===== src/rtl/pcse_pkg.sv =====
// Package for the processor-control and synchronizing execution unit.
// Assumes big-endian bit numbering in the architecture, mapped to [31:0] here.
package pcse_pkg;
  // Primary opcodes and extended opcodes
  localparam logic [5:0] PCSE_OP_EXT31   = 6'h1f;
  localparam logic [5:0] PCSE_OP_EXT19   = 6'h13;
  localparam logic [5:0] PCSE_OP_FPLS_LO = 6'h30;  // Float load/store range start
  localparam logic [5:0] PCSE_OP_FPLS_HI = 6'h37;  // Float load/store range end
  localparam logic [5:0] PCSE_OP_FPS     = 6'h3b;  // Single-precision arithmetic
  localparam logic [5:0] PCSE_OP_FPD     = 6'h3f;  // Double-precision arithmetic
  localparam logic [9:0] PCSE_XO_MCRXR   = 10'h200;
  localparam logic [9:0] PCSE_XO_MFCR    = 10'h013;
  localparam logic [9:0] PCSE_XO_MTCRF   = 10'h090;
  localparam logic [9:0] PCSE_XO_MFSPR   = 10'h153;
  localparam logic [9:0] PCSE_XO_MTSPR   = 10'h1d3;
  localparam logic [9:0] PCSE_XO_IOBAR   = 10'h356;
  localparam logic [9:0] PCSE_XO_SYNC    = 10'h256;
  localparam logic [9:0] PCSE_XO_ISYNC   = 10'h096;
  // Instruction field positions
  localparam int PCSE_OP_MSB   = 31;
  localparam int PCSE_RD_MSB   = 25;
  localparam int PCSE_CRF_MSB  = 25;
  localparam int PCSE_CRM_MSB  = 19;
  localparam int PCSE_SPRA_MSB = 20;
  localparam int PCSE_SPRB_MSB = 15;
  localparam int PCSE_XO_MSB   = 10;
  // Fixed-point exception register summary bits 0:3
  localparam int PCSE_XER_SUM_MSB = 31;
  localparam logic [9:0]  PCSE_SPR_XER    = 10'h001;
  localparam logic [31:0] PCSE_XER_RESET  = 32'h0000_0000;
  localparam logic [31:0] PCSE_CR_RESET   = 32'h0000_0000;
  localparam logic [15:0] PCSE_VEC_PROG   = 16'h0700;
  // Synchronizer sequencing, Gray along idle-wait-flush
  typedef enum logic [1:0] {
    PCSE_IDLE  = 2'b00,
    PCSE_WAIT  = 2'b01,
    PCSE_FLUSH = 2'b11
  } pcse_state_t;
endpackage


===== src/rtl/pcse_cr_merge.sv =====
// Field-masked merge of the condition register.
// Assumes mask bit 7 steers field 0 (bits 31:28), mask bit 0 steers field 7.
`timescale 1ns/1ns
module pcse_cr_merge (
  input  wire logic [31:0] i_cr,
  input  wire logic [31:0] i_src,
  input  wire logic [7:0]  i_mask,
  output logic      [31:0] o_cr
);
  // One 4-bit field per mask bit
  genvar g;
  generate
    for (g = 0; g < 8; g++) begin : g_fld
      assign o_cr[4*g +: 4] = i_mask[g] ? i_src[4*g +: 4] : i_cr[4*g +: 4]; // see [RULE5] see [RULE6]
    end
  endgenerate
endmodule


===== src/rtl/pcse_exec.sv =====
// What this block does
// [RULE1] Floating-point opcodes trap as illegal, raising the program interrupt.
// [RULE2] Exception-summary move copies summary bits 0:3 into the chosen condition field.
// [RULE3] That same move clears summary bits 0:3 to zero.
// [RULE4] Condition-register read writes all 32 bits into the destination register.
// [RULE5] Masked condition write carries 8-bit mask; top bit is field 0.
// [RULE6] Only fields whose mask bit is one load from the source register.
// [RULE7] Special-register read loads destination from the selected special register.
// [RULE8] Special-register write loads the selected register from the source register.
// [RULE9] Special register number is rebuilt from two swapped five-bit halves.
// [RULE10] I/O barrier: earlier loads and stores complete before later ones.
// [RULE11] Instruction synchronize waits for earlier instructions and blocks later ones.
// [RULE12] Instruction synchronize discards prefetched instructions for refetch.
// [RULE13] Instruction synchronize does not wait for memory ordering.
// [RULE14] Full synchronize waits for earlier instructions and blocks later ones.
// [RULE15] Full synchronize waits until memory accesses are complete system-wide.
// [RULE16] I/O barrier and full synchronize behave identically.
// File holds the execution unit top. Assumes the pipeline status and SPR file
// sit on the same clock, so their inputs need no synchronisers.
`timescale 1ns/1ns
module pcse_exec
  import pcse_pkg::*;
(
  input  wire logic        i_mclk,
  input  wire logic        i_resetn,
  input  wire logic        i_valid,
  input  wire logic [31:0] i_instr,
  input  wire logic [31:0] i_source_gpr,
  input  wire logic [31:0] i_spr_rdata,
  input  wire logic        i_pipe_empty,
  input  wire logic        i_mem_idle,
  output logic             o_ready,
  output logic [31:0]      o_condition_register,
  output logic [31:0]      o_fixed_point_exception_reg,
  output logic             o_gpr_we,
  output logic [4:0]       o_gpr_addr,
  output logic [31:0]      o_gpr_wdata,
  output logic             o_spr_we,
  output logic [9:0]       o_spr_num,
  output logic [31:0]      o_spr_wdata,
  output logic             o_prog_int,
  output logic [15:0]      o_int_vector,
  output logic             o_flush_prefetch,
  output logic             o_sync_done
);
  logic [5:0]  opcode;
  logic [9:0]  xo;
  logic [2:0]  dest_cond_field;
  logic [7:0]  cond_field_mask;
  logic [9:0]  special_reg_number;
  logic        accept;
  logic        is_fp;
  logic        is_mcrxr;
  logic        is_mfcr;
  logic        is_mtcrf;
  logic        is_mfspr;
  logic        is_mtspr;
  logic        is_fullsync;
  logic        is_isync;
  logic [7:0]  merge_mask;
  logic [31:0] merge_src;
  logic [31:0] merged_cr;

  pcse_state_t state_r, state_nxt;
  logic        ready_r, ready_nxt;
  logic        mem_wait_r, mem_wait_nxt;
  logic [31:0] cr_r, cr_nxt;
  logic [31:0] xer_r, xer_nxt;
  logic        gpr_we_r, gpr_we_nxt;
  logic [4:0]  gpr_addr_r, gpr_addr_nxt;
  logic [31:0] gpr_wdata_r, gpr_wdata_nxt;
  logic        spr_we_r, spr_we_nxt;
  logic [9:0]  spr_num_r, spr_num_nxt;
  logic [31:0] spr_wdata_r, spr_wdata_nxt;
  logic        prog_r, prog_nxt;
  logic        flush_r, flush_nxt;
  logic        done_r, done_nxt;

  // Field extraction and decode
  assign opcode             = i_instr[PCSE_OP_MSB -: 6];
  assign xo                 = i_instr[PCSE_XO_MSB -: 10];
  assign dest_cond_field    = i_instr[PCSE_CRF_MSB -: 3];
  assign cond_field_mask    = i_instr[PCSE_CRM_MSB -: 8]; // see [RULE5]
  assign special_reg_number = {i_instr[PCSE_SPRB_MSB -: 5], i_instr[PCSE_SPRA_MSB -: 5]}; // see [RULE9]
  assign accept             = i_valid & ready_r;
  assign is_fp              = (opcode >= PCSE_OP_FPLS_LO && opcode <= PCSE_OP_FPLS_HI) ||
                              opcode == PCSE_OP_FPS || opcode == PCSE_OP_FPD; // see [RULE1]
  assign is_mcrxr           = opcode == PCSE_OP_EXT31 && xo == PCSE_XO_MCRXR;
  assign is_mfcr            = opcode == PCSE_OP_EXT31 && xo == PCSE_XO_MFCR;
  assign is_mtcrf           = opcode == PCSE_OP_EXT31 && xo == PCSE_XO_MTCRF;
  assign is_mfspr           = opcode == PCSE_OP_EXT31 && xo == PCSE_XO_MFSPR;
  assign is_mtspr           = opcode == PCSE_OP_EXT31 && xo == PCSE_XO_MTSPR;
  // Barrier and full sync share one decode, so they cannot drift apart
  assign is_fullsync        = opcode == PCSE_OP_EXT31 && (xo == PCSE_XO_IOBAR || xo == PCSE_XO_SYNC); // see [RULE16]
  assign is_isync           = opcode == PCSE_OP_EXT19 && xo == PCSE_XO_ISYNC;

  // One merger serves both the masked write and the summary copy
  assign merge_mask = is_mtcrf ? cond_field_mask : (8'h80 >> dest_cond_field); // see [RULE2]
  assign merge_src  = is_mtcrf ? i_source_gpr : {8{xer_r[PCSE_XER_SUM_MSB -: 4]}};

  pcse_cr_merge u_merge (
    .i_cr   (cr_r),
    .i_src  (merge_src),
    .i_mask (merge_mask),
    .o_cr   (merged_cr)
  );

  // Next-state logic for execution and the synchronizer sequence
  always_comb begin
    state_nxt     = state_r;
    mem_wait_nxt  = mem_wait_r;
    cr_nxt        = cr_r;
    xer_nxt       = xer_r;
    gpr_we_nxt    = 1'b0;
    gpr_addr_nxt  = gpr_addr_r;
    gpr_wdata_nxt = gpr_wdata_r;
    spr_we_nxt    = 1'b0;
    spr_num_nxt   = spr_num_r;
    spr_wdata_nxt = spr_wdata_r;
    prog_nxt      = 1'b0;
    flush_nxt     = 1'b0;
    done_nxt      = 1'b0;
    case (state_r)
      PCSE_IDLE: begin
        if (accept) begin
          if (is_fp) begin
            prog_nxt = 1'b1; // see [RULE1]
          end else if (is_mcrxr) begin
            cr_nxt = merged_cr; // see [RULE2]
            xer_nxt[PCSE_XER_SUM_MSB -: 4] = 4'h0; // see [RULE3]
          end else if (is_mfcr) begin
            gpr_we_nxt    = 1'b1;
            gpr_addr_nxt  = i_instr[PCSE_RD_MSB -: 5];
            gpr_wdata_nxt = cr_r; // see [RULE4]
          end else if (is_mtcrf) begin
            cr_nxt = merged_cr; // see [RULE6]
          end else if (is_mfspr) begin
            gpr_we_nxt    = 1'b1;
            gpr_addr_nxt  = i_instr[PCSE_RD_MSB -: 5];
            gpr_wdata_nxt = (special_reg_number == PCSE_SPR_XER) ? xer_r : i_spr_rdata; // see [RULE7]
          end else if (is_mtspr) begin
            // The exception register lives here; other numbers go to the SPR file
            if (special_reg_number == PCSE_SPR_XER) begin
              xer_nxt = i_source_gpr; // see [RULE8]
            end else begin
              spr_we_nxt    = 1'b1;
              spr_num_nxt   = special_reg_number;
              spr_wdata_nxt = i_source_gpr; // see [RULE8]
            end
          end else if (is_fullsync || is_isync) begin
            state_nxt    = PCSE_WAIT; // see [RULE11] see [RULE14]
            mem_wait_nxt = is_fullsync; // see [RULE13]
          end
        end
      end
      PCSE_WAIT: begin
        // Full sync also needs the memory system quiet toward other devices
        if (i_pipe_empty && (!mem_wait_r || i_mem_idle)) begin // see [RULE10] see [RULE15]
          if (mem_wait_r) begin
            state_nxt = PCSE_IDLE;
            done_nxt  = 1'b1;
          end else begin
            state_nxt = PCSE_FLUSH;
            flush_nxt = 1'b1; // see [RULE12]
          end
        end
      end
      PCSE_FLUSH: begin
        state_nxt = PCSE_IDLE;
        done_nxt  = 1'b1;
      end
      default: begin
        state_nxt = PCSE_IDLE;
      end
    endcase
    // Later instructions held off while a sync is in flight
    ready_nxt = (state_nxt == PCSE_IDLE); // see [RULE11] see [RULE14]
  end

  // State registers
  always_ff @(posedge i_mclk or negedge i_resetn) begin
    if (!i_resetn) begin
      state_r     <= PCSE_IDLE;
      ready_r     <= 1'b1;
      mem_wait_r  <= 1'b0;
      cr_r        <= PCSE_CR_RESET;
      xer_r       <= PCSE_XER_RESET;
      gpr_we_r    <= 1'b0;
      gpr_addr_r  <= 5'h00;
      gpr_wdata_r <= 32'h0000_0000;
      spr_we_r    <= 1'b0;
      spr_num_r   <= 10'h000;
      spr_wdata_r <= 32'h0000_0000;
      prog_r      <= 1'b0;
      flush_r     <= 1'b0;
      done_r      <= 1'b0;
    end else begin
      state_r     <= state_nxt;
      ready_r     <= ready_nxt;
      mem_wait_r  <= mem_wait_nxt;
      cr_r        <= cr_nxt;
      xer_r       <= xer_nxt;
      gpr_we_r    <= gpr_we_nxt;
      gpr_addr_r  <= gpr_addr_nxt;
      gpr_wdata_r <= gpr_wdata_nxt;
      spr_we_r    <= spr_we_nxt;
      spr_num_r   <= spr_num_nxt;
      spr_wdata_r <= spr_wdata_nxt;
      prog_r      <= prog_nxt;
      flush_r     <= flush_nxt;
      done_r      <= done_nxt;
    end
  end

  // Outputs straight from flops, except the interrupt vector, which is the constant PCSE_VEC_PROG
  assign o_ready                     = ready_r;
  assign o_condition_register        = cr_r;
  assign o_fixed_point_exception_reg = xer_r;
  assign o_gpr_we                    = gpr_we_r;
  assign o_gpr_addr                  = gpr_addr_r;
  assign o_gpr_wdata                 = gpr_wdata_r;
  assign o_spr_we                    = spr_we_r;
  assign o_spr_num                   = spr_num_r;
  assign o_spr_wdata                 = spr_wdata_r;
  assign o_prog_int                  = prog_r;
  assign o_int_vector                = PCSE_VEC_PROG;
  assign o_flush_prefetch            = flush_r;
  assign o_sync_done                 = done_r;

  // Checks next to the logic they guard
  a_fp_trap_vec: assert property (@(posedge i_mclk) disable iff (!i_resetn) // see [RULE1]
    accept && is_fp |=> o_prog_int && o_int_vector == PCSE_VEC_PROG && !o_gpr_we)
    else $error("float opcode did not trap");
  a_sum_copy_fld: assert property (@(posedge i_mclk) disable iff (!i_resetn) // see [RULE2]
    accept && is_mcrxr |=> o_condition_register[{~$past(dest_cond_field), 2'b00} +: 4]
                           == $past(xer_r[PCSE_XER_SUM_MSB -: 4]))
    else $error("summary bits not copied to field");
  a_sum_clear: assert property (@(posedge i_mclk) disable iff (!i_resetn) // see [RULE3]
    accept && is_mcrxr |=> o_fixed_point_exception_reg[PCSE_XER_SUM_MSB -: 4] == 4'h0)
    else $error("summary bits not cleared");
  a_cr_read_all: assert property (@(posedge i_mclk) disable iff (!i_resetn) // see [RULE4]
    accept && is_mfcr |=> o_gpr_we && o_gpr_wdata == $past(o_condition_register))
    else $error("condition read wrong");
  a_mask_zero_keep: assert property (@(posedge i_mclk) disable iff (!i_resetn) // see [RULE6]
    accept && is_mtcrf && cond_field_mask == 8'h00 |=> $stable(o_condition_register))
    else $error("unmasked field changed");
  a_mask_top_fld: assert property (@(posedge i_mclk) disable iff (!i_resetn) // see [RULE5]
    accept && is_mtcrf && cond_field_mask == 8'h80 |=>
      o_condition_register == {$past(i_source_gpr[31:28]), $past(o_condition_register[27:0])})
    else $error("top mask bit not field 0");
  a_spr_num_split: assert property (@(posedge i_mclk) disable iff (!i_resetn) // see [RULE9]
    accept && is_mtspr && special_reg_number != PCSE_SPR_XER |=>
      o_spr_we && o_spr_num == {$past(i_instr[15:11]), $past(i_instr[20:16])}
      && o_spr_wdata == $past(i_source_gpr))
    else $error("special write number or data wrong");
  a_spr_read: assert property (@(posedge i_mclk) disable iff (!i_resetn) // see [RULE7]
    accept && is_mfspr && special_reg_number != PCSE_SPR_XER |=> o_gpr_wdata == $past(i_spr_rdata))
    else $error("special read data wrong");
  a_sync_blocks: assert property (@(posedge i_mclk) disable iff (!i_resetn) // see [RULE14]
    accept && (is_fullsync || is_isync) |=> !o_ready && !o_sync_done && state_r == PCSE_WAIT)
    else $error("later instruction accepted during sync");
  a_sync_mem_idle: assert property (@(posedge i_mclk) disable iff (!i_resetn) // see [RULE15]
    o_sync_done && !$past(o_flush_prefetch) |-> $past(i_mem_idle) && $past(i_pipe_empty))
    else $error("full sync ended before memory idle");
  a_isync_no_mem: assert property (@(posedge i_mclk) disable iff (!i_resetn) // see [RULE13]
    state_r == PCSE_WAIT && !mem_wait_r && i_pipe_empty && !i_mem_idle |=> o_flush_prefetch ##1 o_sync_done)
    else $error("isync waited on memory");
  a_flush_pipe: assert property (@(posedge i_mclk) disable iff (!i_resetn) // see [RULE12]
    o_flush_prefetch |-> $past(i_pipe_empty) && !o_ready ##1 o_sync_done && o_ready)
    else $error("flush out of order");
endmodule


===== config.mk =====
export PLATFORM = sky130hd
export DESIGN_NAME = pcse_exec
export DESIGN_NICKNAME = d
export VERILOG_FILES = /design/src/rtl/pcse_pkg.sv /design/src/rtl/pcse_cr_merge.sv /design/src/rtl/pcse_exec.sv
export SDC_FILE = /design/constraint.sdc
export NUM_CORES = 1
export LEC_CHECK = 0
export BUFFER_PORTS_ARGS = -buffer_cell sky130_fd_sc_hd__buf_2
export CORE_UTILIZATION = 54
export CTS_CLUSTER_SIZE = 25
export DETAILED_ROUTE_END_ITERATION = 12
export PLACE_DENSITY = 0.86
export SYNTH_ARGS = -nofsm -noshare
export SYNTH_HDL_FRONTEND = slang
export SYNTH_SLANG_ARGS = --single-unit

===== constraint.sdc =====
create_clock -name i_mclk -period 6.1 [get_ports i_mclk]
set_input_delay 1.83 -clock i_mclk [delete_from_list [all_inputs] [get_ports i_mclk]]
set_output_delay 1.83 -clock i_mclk [all_outputs]
set_load 0.02 [all_outputs]

Yosys cells after proc, flatten, opt, wreduce, memory -nomap -nowiden

Index checks and enable logic that the tools add are counted.

Output and inout port bits: 165
Input bits: 101
Register bits: 152
Bits in latches: 0
Memories: 0
ROM bits: 0
Word-level logic and storage cells: 134
RAM bits: 0

Shift operators: 1
Div/mod/pow operators: 0
Reductions and logical operators: 27
$lt $le $gt $ge: 2
$add $sub $neg: 0
Bitwise operators: 8
Muxes and demuxes: 62
Equality and inequality tests: 19
Multipliers: 0

Operators with widths:

| cell                                                                   | number |
|---|---|
| 32-bit two-way mux                                                     | 13 |
| 4-bit two-way mux                                                      | 9 |
| 10-bit equality test, second input constant                            | 3 |
| 9-bit AND reduction                                                    | 3 |
| 1-bit two-way mux                                                      | 24 |
| 10-bit by 8-bit equality test with 1-bit output, second input constant | 2 |
| 10-bit by 9-bit equality test with 1-bit output, second input constant | 2 |
| 2-bit two-way mux                                                      | 10 |
| 5-bit two-way mux                                                      | 3 |
| 6-bit by 5-bit equality test with 1-bit output, second input constant  | 2 |
| 6-bit equality test, second input constant                             | 2 |
| 10-bit by 1-bit equality test with 1-bit output, second input constant | 1 |
| 10-bit by 5-bit equality test with 1-bit output, second input constant | 1 |
| 1-bit logical AND                                                      | 9 |
| 8-bit two-way mux                                                      | 1 |
| 2-bit != test, second input constant                                   | 4 |
| 8-bit AND reduction                                                    | 1 |
| 2-bit nonzero test                                                     | 4 |
| 8-bit by 3-bit right shift with 8-bit output, first input constant     | 1 |
| 1-bit NOT                                                              | 7 |
| 6-bit greater-or-equal comparator, second input constant               | 1 |
| 6-bit less-or-equal comparator, second input constant                  | 1 |
| 6-bit AND reduction                                                    | 1 |
| 1-bit logical OR                                                       | 5 |
| 8 further kinds                                                        | 9 |

Logic depth before layout (Yosys ltp)

Gate-level depths: netlist of run 1.

Word-level depth: 14
Mapped depth: 7
Gate-level depth less buffers: 5

By module

A second synthesis of run 1 with hierarchy kept.

Cell total of the unflattened synthesis: 626
Area total of the unflattened synthesis: 7857.5 µm²

Modules (own cells, without submodules):

| module        | cells an instance | instances | area each (µm²) |
|---|---|---|---|
| pcse_exec     | 594               | 1         | 7497.2 |
| pcse_cr_merge | 32                | 1         | 360.3 |

Least setup slack after synthesis of run 1

OpenSTA, ideal clock, no wires.

Kind: input port to flip-flop
Start point: in i_instr[1]
End point: reg spr_num_r[0], in the netlist o_spr_num[0]
Path buffers: 1
Data required time: 5.975 ns
Setup time: 0.125 ns
Setup slack: 2.322 ns
Cell stages on the path: 6
Arrival: 3.653 ns
Cell sequence: or4_4 or4_4 o21ai_4 nor2_2 buf_6 mux2_4

Word-level cells in the longest chain between the ends: 4

Ends and longest elaborated chain:

| what                                                                          | line             | source |
|---|---|---|
| from (decl)                                                                   | pcse_exec.sv:27  | `input wire logic [31:0] i_instr,` |
| 10-bit by 9-bit equality test with 1-bit output, or another cell as far along | pcse_exec.sv:91  | `assign is_mfspr = opcode == PCSE_OP_EXT31 && xo == PCSE_XO_MFSPR;` |
| 1-bit logical AND, on equally long branches                                   | --               |  |
| 1-bit NOT (no line)                                                           | --               |  |
| 9-bit AND reduction (no line) *                                               | --               |  |
| to (signal assigned)                                                          | pcse_exec.sv:207 | `spr_num_r <= spr_num_nxt;` |
| to (decl)                                                                     | pcse_exec.sv:73  | `logic [9:0] spr_num_r, spr_num_nxt;` |

Every way passes the cells marked *; elsewhere a longest branch is shown, timed or not.
A chain may end at the register's enable or synchronous reset.

Final worst setup path of run 1

Start point: in i_instr[4]
End point: reg xer_r[5], in the netlist o_fixed_point_exception_reg[5]

Word-level cells in the longest chain between the ends: 4

Ends and longest elaborated chain:

| what                                                                          | line             | source |
|---|---|---|
| 10-bit by 9-bit equality test with 1-bit output, or another cell as far along | pcse_exec.sv:91  |  |
| 1-bit logical AND, on equally long branches                                   | --               |  |
| 1-bit NOT (no line)                                                           | --               |  |
| 9-bit AND reduction (no line) *                                               | --               |  |
| to (signal assigned)                                                          | pcse_exec.sv:202 | `xer_r <= xer_nxt;` |
| to (decl)                                                                     | pcse_exec.sv:68  | `logic [31:0] xer_r, xer_nxt;` |

Marks and branches as above.

==> results.py, run 1 <==
metrics = {
    "status": {
        "status": "finished clean",
    },
    "sta": {
        "skew_ns": 0.00894,
        "timing.fmax_mhz": 234,
        "worst_pin_slew_ns": 1.26,
        "hold_violations": 0,
        "setup_viol": 0,
        "slew-limit-headroom_pct": 16.1,
        "drv_slew": 0,
        "rsz0062_at_grt": "no",
        "tns_ns": 0,
        "min_period_ns": 4.27,
        "period_share_pct": 70.1,
    },
    "placement": {
        "gp_congestion": 0.827,
        "dp_cells": 1030,
        "numPortBuffers": 248,
        "dpl.hpwl_mm": 13.6,
    },
    "floorplan": {
        "io_pins": 266,
        "dieArea_um2": 14200,
        "die_h_um": 119,
        "rows": 42,
        "initial_utilization_pct": 55.7,
        "coreArea_um2": 13300,
        "die_w_um": 119,
    },
    "clocking": {
        "insertion_delay_ns": 0.42,
        "cts.sinks": 152,
        "cts_root_buffer": "clkbuf_16",
        "postCtsHoldBufs": 0,
        "cts_tree": "done",
        "cts_made_buffers": 17,
        "cts_resized": 0,
        "clk_pin_slew_ns": 0.06,
        "htreeDepth": 4,
        "post-cts-setup-buffers": 0,
        "clock_path_buffers": 2,
    },
    "yosys": {
        "synthCells": 632,
        "yosysTopAreaCell": "dfrtp_1",
        "avgSynthCellArea_um2": 11.8,
        "synthesis.area_um2": 7430,
        "async_flop_share_pct": 100,
        "synthTopCellsByArea": "dfrtp_1, mux2_4, mux2i_1",
        "ys.warnings.count": 0,
        "ys_types": 48,
        "synth_edf_count": 0,
        "synthFlopType": "dfrtp_1",
        "ys_ff_latch": 152,
        "synth_top_area_share_pct": 50.9,
        "ys_seq_area_share_pct": 51.2,
    },
    "cells_and_area": {
        "fin_cells": 1062,
        "layout_common_cells": "buf_2, dfrtp_1, mux2i_1, mux2_4, nand2_1",
        "n_antenna_cell": 0,
        "areaGrowthSynthToFinish_pct": 26.3,
        "drive_gt1_share_pct": 42.6,
        "final_common_cell": "buf_2",
        "fin_nets": 974,
    },
    "power": {
        "power_density_nw_per_um2": 239,
        "vdd_drop_max_v": 0.000169,
        "p_leak_nw": 4.76,
    },
    "routing": {
        "drtPass1Iterations": 4,
        "ant_nets": 0,
        "avgViaCountPerCell": 5.50,
        "vias": 5840,
        "drtIter0Drc": 282,
        "drc": 0,
        "finalWirelength_mm": 19.7,
        "wl_per_cell_um": 18.6,
    },
    "setup_path": {
        "worstSetupStartpointType": "input pin",
        "crit_fanout": 28,
        "end_kind": "flip-flop",
        "worstPathArrival_ns": 4.58,
        "crit_type": "in -> reg",
        "ff2ff_setup_slack_ns": 3.23,
        "required_ns": 6.40,
    },
    "worst_hold_path": {
        "min_path_type": "reg -> reg",
    },
    "global_routing": {
        "grt_pass1_vias": 5741,
        "antenna_found_initial": 0,
        "grt_usage_pct": 28.4,
        "grt_pass1_wl_mm": 30.7,
        "grt_max_degree": 84,
        "overflow": 0,
    },
    "job": {
        "drv_cap": 0,
    },
}
[per-layer routing]
metal	vias to the layer above	part of all wire, %	global-route usage [%]
met4	0	2.0	10.4
li1	2647	-	-
met5	-	0	0
met3	37	6.1	6.51
met1	2930	42	36.0
met2	226	50	47.5
[synthesized netlist by cell type, types with 2 or more instances]
master    instances
nand4_1           5
or3_1             2
or4b_2            3
clkbuf_1         19
and2_1           33
a31oi_1           2
o31ai_1          32
nor4bb_1          3
nor2b_1           8
nor3_1            2
mux2i_1          64
conb_1            2
mux2_4           60
buf_2             4
mux2_2           15
nor4_1            3
or4_4             2
o21ai_0           3
nor4b_1           2
or4bb_1           5
dfrtp_1         151
buf_6             6
buf_1             4
inv_1            34
a22o_1            4
a21oi_1          41
nand3_1           5
nand2_1          44
nor2_1           39
nor3b_1           2
buf_4            16
[final timing paths]
| check | to | cells past startpoint | startpoint |
|---|---|---|---|
| max in group asynchronous | o_gpr_wdata[23] | 2 | i_resetn |
| min in group asynchronous | o_spr_wdata[3] | 1 | i_resetn |
| hold reg to reg | o_gpr_wdata[23] | 2 | o_gpr_wdata[23] |
| hold / removal | o_gpr_wdata[23] | 2 | o_gpr_wdata[23] |
| setup reg to reg | o_fixed_point_exception_reg[5] | 5 | o_ready |
| setup / recovery | o_fixed_point_exception_reg[5] | 6 | i_instr[4] |
[cell type report]
class                      instances  area (um2)
multi-input combinational        411        3270
clock inverter                    12         173
sequential                       152        3800
timing repair buffer             257        1330
fill                            1005        3960
tap                              176         220
inverter                          34         128
clock buffer                      20         457
[worst max-delay path, cell delays in order]
cell	delay, ns
buf_2	0.11
or4bb_1	0.54
nor4_1	0.39
nand3_1	0.26
nor2_4	0.99
mux2_2	0.44
[kinds of logic (layout without fill, tap and decap cells)]
group                     count (synthesis)  in the layout  synth area share [%]
and+or+nand+nor                         169            169                  12.5
buffers and inverters                    83            323                  5.67
DFF                                     152            152                  51.2
other                                     2             16                 0.101
muxes                                   139            139                  23.0
AOI/OAI and AO/OA                        86             86                  7.39
xor gates and xnor gates                  1              1                 0.118
[where the power goes]
| part | total (W) | internal, W | switching [W] |
|---|---|---|---|
| Sequential | 0.00101 | 0.00101 | 0.000000219 |
| Combinational | 0.000109 | 0.0000422 | 0.0000673 |
| Clock | 0.00112 | 0.000705 | 0.000419 |
| Total | 0.00224 | 0.00176 | 0.000486 |
[metrics by stage]
stage | area [um2] | hold slack (ns) | utilization (%) | setup slack [ns] | power [W]
finish | 9380 | 0.467 | 70.3 | 1.83 | 0.00224
global route | 9380 | 0.497 | 70.3 | 1.75 | 0.00231
CTS | 9380 | 0.476 | 70.3 | 1.86 | 0.00225
detailed placement | 8750 | 0.462 | 65.6 | 1.43 | 0.00114
global placement | 8750 | 0.454 | 65.6 | 1.52 | 0.00114
floorplan | 7480 | 0.447 | - | 2.32 | 0.00107
(Power assumes the default switching activity.)
==> run 2, diff against run 1 <==
--- a/config.mk
+++ b/config.mk
@@ -6,10 +6,10 @@
 export NUM_CORES = 1
 export LEC_CHECK = 0
 export BUFFER_PORTS_ARGS = -buffer_cell sky130_fd_sc_hd__buf_2
-export CORE_UTILIZATION = 54
+export CORE_UTILIZATION = 50
 export CTS_CLUSTER_SIZE = 25
 export DETAILED_ROUTE_END_ITERATION = 12
-export PLACE_DENSITY = 0.86
+export PLACE_DENSITY = 0.8
 export SYNTH_ARGS = -nofsm -noshare
 export SYNTH_HDL_FRONTEND = slang
 export SYNTH_SLANG_ARGS = --single-unit
==> constraint.sdc (replaced) <==
create_clock -name i_mclk -period 4.15 [get_ports i_mclk]
set_input_delay 1.245 -clock i_mclk [delete_from_list [all_inputs] [get_ports i_mclk]]
set_output_delay 1.245 -clock i_mclk [all_outputs]
set_load 0.02 [all_outputs]
==> run 2 against run 1 <==
  * Setup slack got worse by 0.84 ns
  * Utilization fell by 5.3 points
  * Clock-buffer cell count fell by 2
  * Hold slack improved by 0.0048 ns
  * Non-clock buffer count rose by 10
  * Clock skew rose by 0.0030 ns
  * Cell area rose by 0.73%
  * Sequential power rose by 47%
  * Critical path type unchanged
  * Critical endpoint is now o_condition_register[19]
  * Largest cell class unchanged
  * Largest power group unchanged
==> results.py, run 2 (synthesis gave the netlist of run 1 again) <==
metrics = {
    "status": {
        "status": "finished clean",
    },
    "routing": {
        "drtPass1Iterations": 4,
        "wl_per_cell_um": 18.3,
        "finalWirelength_mm": 19.7,
        "ant_nets": 0,
        "drtIter0Drc": 278,
        "vias": 5763,
        "avgViaCountPerCell": 5.34,
        "drc": 0,
    },
    "sta": {
        "hold_violations": 0,
        "slew-limit-headroom_pct": 31.9,
        "setup_viol": 0,
        "tns_ns": 0,
        "rsz0062_at_grt": "no",
        "drv_slew": 0,
        "timing.fmax_mhz": 316,
        "min_period_ns": 3.16,
        "skew_ns": 0.0119,
        "period_share_pct": 76.1,
        "worst_pin_slew_ns": 1.02,
    },
    "floorplan": {
        "die_h_um": 124,
        "initial_utilization_pct": 51.1,
        "io_pins": 266,
        "dieArea_um2": 15400,
        "rows": 44,
        "die_w_um": 124,
        "coreArea_um2": 14500,
    },
    "setup_path": {
        "worstPathArrival_ns": 3.49,
        "worstSetupStartpointType": "input pin",
        "crit_fanout": 8,
        "slowest_stage": "a21oi_1",
        "crit_chain": "buf_2 -> or4_4 -> nor4_1 -> nand3b_1 -> a21oi_1 -> mux2i_1",
        "crit_buf_inv": 1,
        "critPathTopFamily": "simple AND/OR/NAND/NOR gates",
        "end_kind": "flip-flop",
        "max_stage_delay_ns": 0.63,
        "required_ns": 4.49,
        "crit_type": "in -> reg",
    },
    "cells_and_area": {
        "layout_common_cells": "buf_2, dfrtp_1, mux2i_1, mux2_4, nand2_1",
        "final_common_cell": "buf_2",
        "fin_util_pct": 65.0,
        "n_antenna_cell": 0,
        "drive_gt1_share_pct": 43.3,
        "areaGrowthSynthToFinish_pct": 27.2,
        "fin_nets": 984,
        "num-fill-cells": 1180,
    },
    "clocking": {
        "postCtsHoldBufs": 0,
        "clock_path_buffers": 2,
        "cts_resized": 0,
        "insertion_delay_ns": 0.42,
        "clk_pin_slew_ns": 0.07,
        "cts_made_buffers": 17,
        "cts_tree": "done",
        "cts.sinks": 152,
        "cts_root_buffer": "clkbuf_16",
        "post-cts-setup-buffers": 0,
        "htreeDepth": 4,
    },
    "global_routing": {
        "grt_pass1_vias": 5768,
        "grt_max_degree": 73,
        "overflow": 0,
        "antenna_found_initial": 0,
        "grt_usage_pct": 26.6,
        "grt_pass1_wl_mm": 30.2,
    },
    "power": {
        "p_leak_nw": 4.81,
        "vdd_drop_max_v": 0.000258,
        "power_density_nw_per_um2": 347,
    },
    "placement": {
        "gp_congestion": 0.844,
        "numPortBuffers": 248,
        "dpl.hpwl_mm": 13.9,
    },
    "worst_hold_path": {
        "min_path_type": "reg -> reg",
    },
    "job": {
        "drv_cap": 0,
    },
}
[run 2: tightest hold or removal path, delay by kind of cell (launching register included)]
kind            cells  cell delay, ns
compound gates      1            0.05
simple gates        1            0.05
flops               1            0.34
[run 2: area by class of cell]
type                    instances  area (um2)  share of cell area, %
well taps                     184         230                   2.44
inverters                      34         128                   1.35
repair buffers                267        1390                   14.7
clock inverters                14         186                   1.97
clock buffers                  18         439                   4.65
multi-input cells             411        3270                   34.6
flip-flops and latches        152        3800                   40.3
[run 2: final timing paths]
check	from	to	slack [ns]	depth (start not counted)
min reg2reg	o_gpr_wdata[23]	o_gpr_wdata[23]	0.47	2
max	i_instr[1]	o_condition_register[19]	0.99	6
max reg2reg	o_ready	o_condition_register[19]	1.67	5
min in group asynchronous	i_resetn	o_gpr_we	0.83	1
min	o_gpr_wdata[23]	o_gpr_wdata[23]	0.47	2
max in group asynchronous	i_resetn	o_spr_wdata[11]	2.40	2
[run 2: per-layer routing]
layer / wire length (um) / vias up / GRT usage (%)
li1: - / 2665 / -
met1: 8300 / 2814 / 33.1
met2: 9780 / 250 / 44.2
met3: 1240 / 34 / 7.05
met4: 410 / 0 / 10.6
met5: 0 / - / 0
[run 2: metrics by stage]
stage | instances | area, um2 | power, W | hold slack (ns) | setup slack [ns]
3_3_place_gp | 1048 | 8830 | 0.00167 | 0.454 | 0.646
2_1_floorplan | 646 | 7480 | 0.00158 | 0.447 | 0.957
6_report | 1080 | 9450 | 0.00328 | 0.472 | 0.990
5_1_grt | 1080 | 9450 | 0.00339 | 0.485 | 0.800
3_5_place_dp | 1048 | 8830 | 0.00167 | 0.460 | 0.590
4_1_cts | 1080 | 9450 | 0.00331 | 0.474 | 1.03
[run 2: power breakdown]
part	internal, W	leakage, nW	switching [W]
registers	0.00148	1.95	0.000000319
clock network	0.000980	0.306	0.000653
logic	0.0000626	2.55	0.0000992
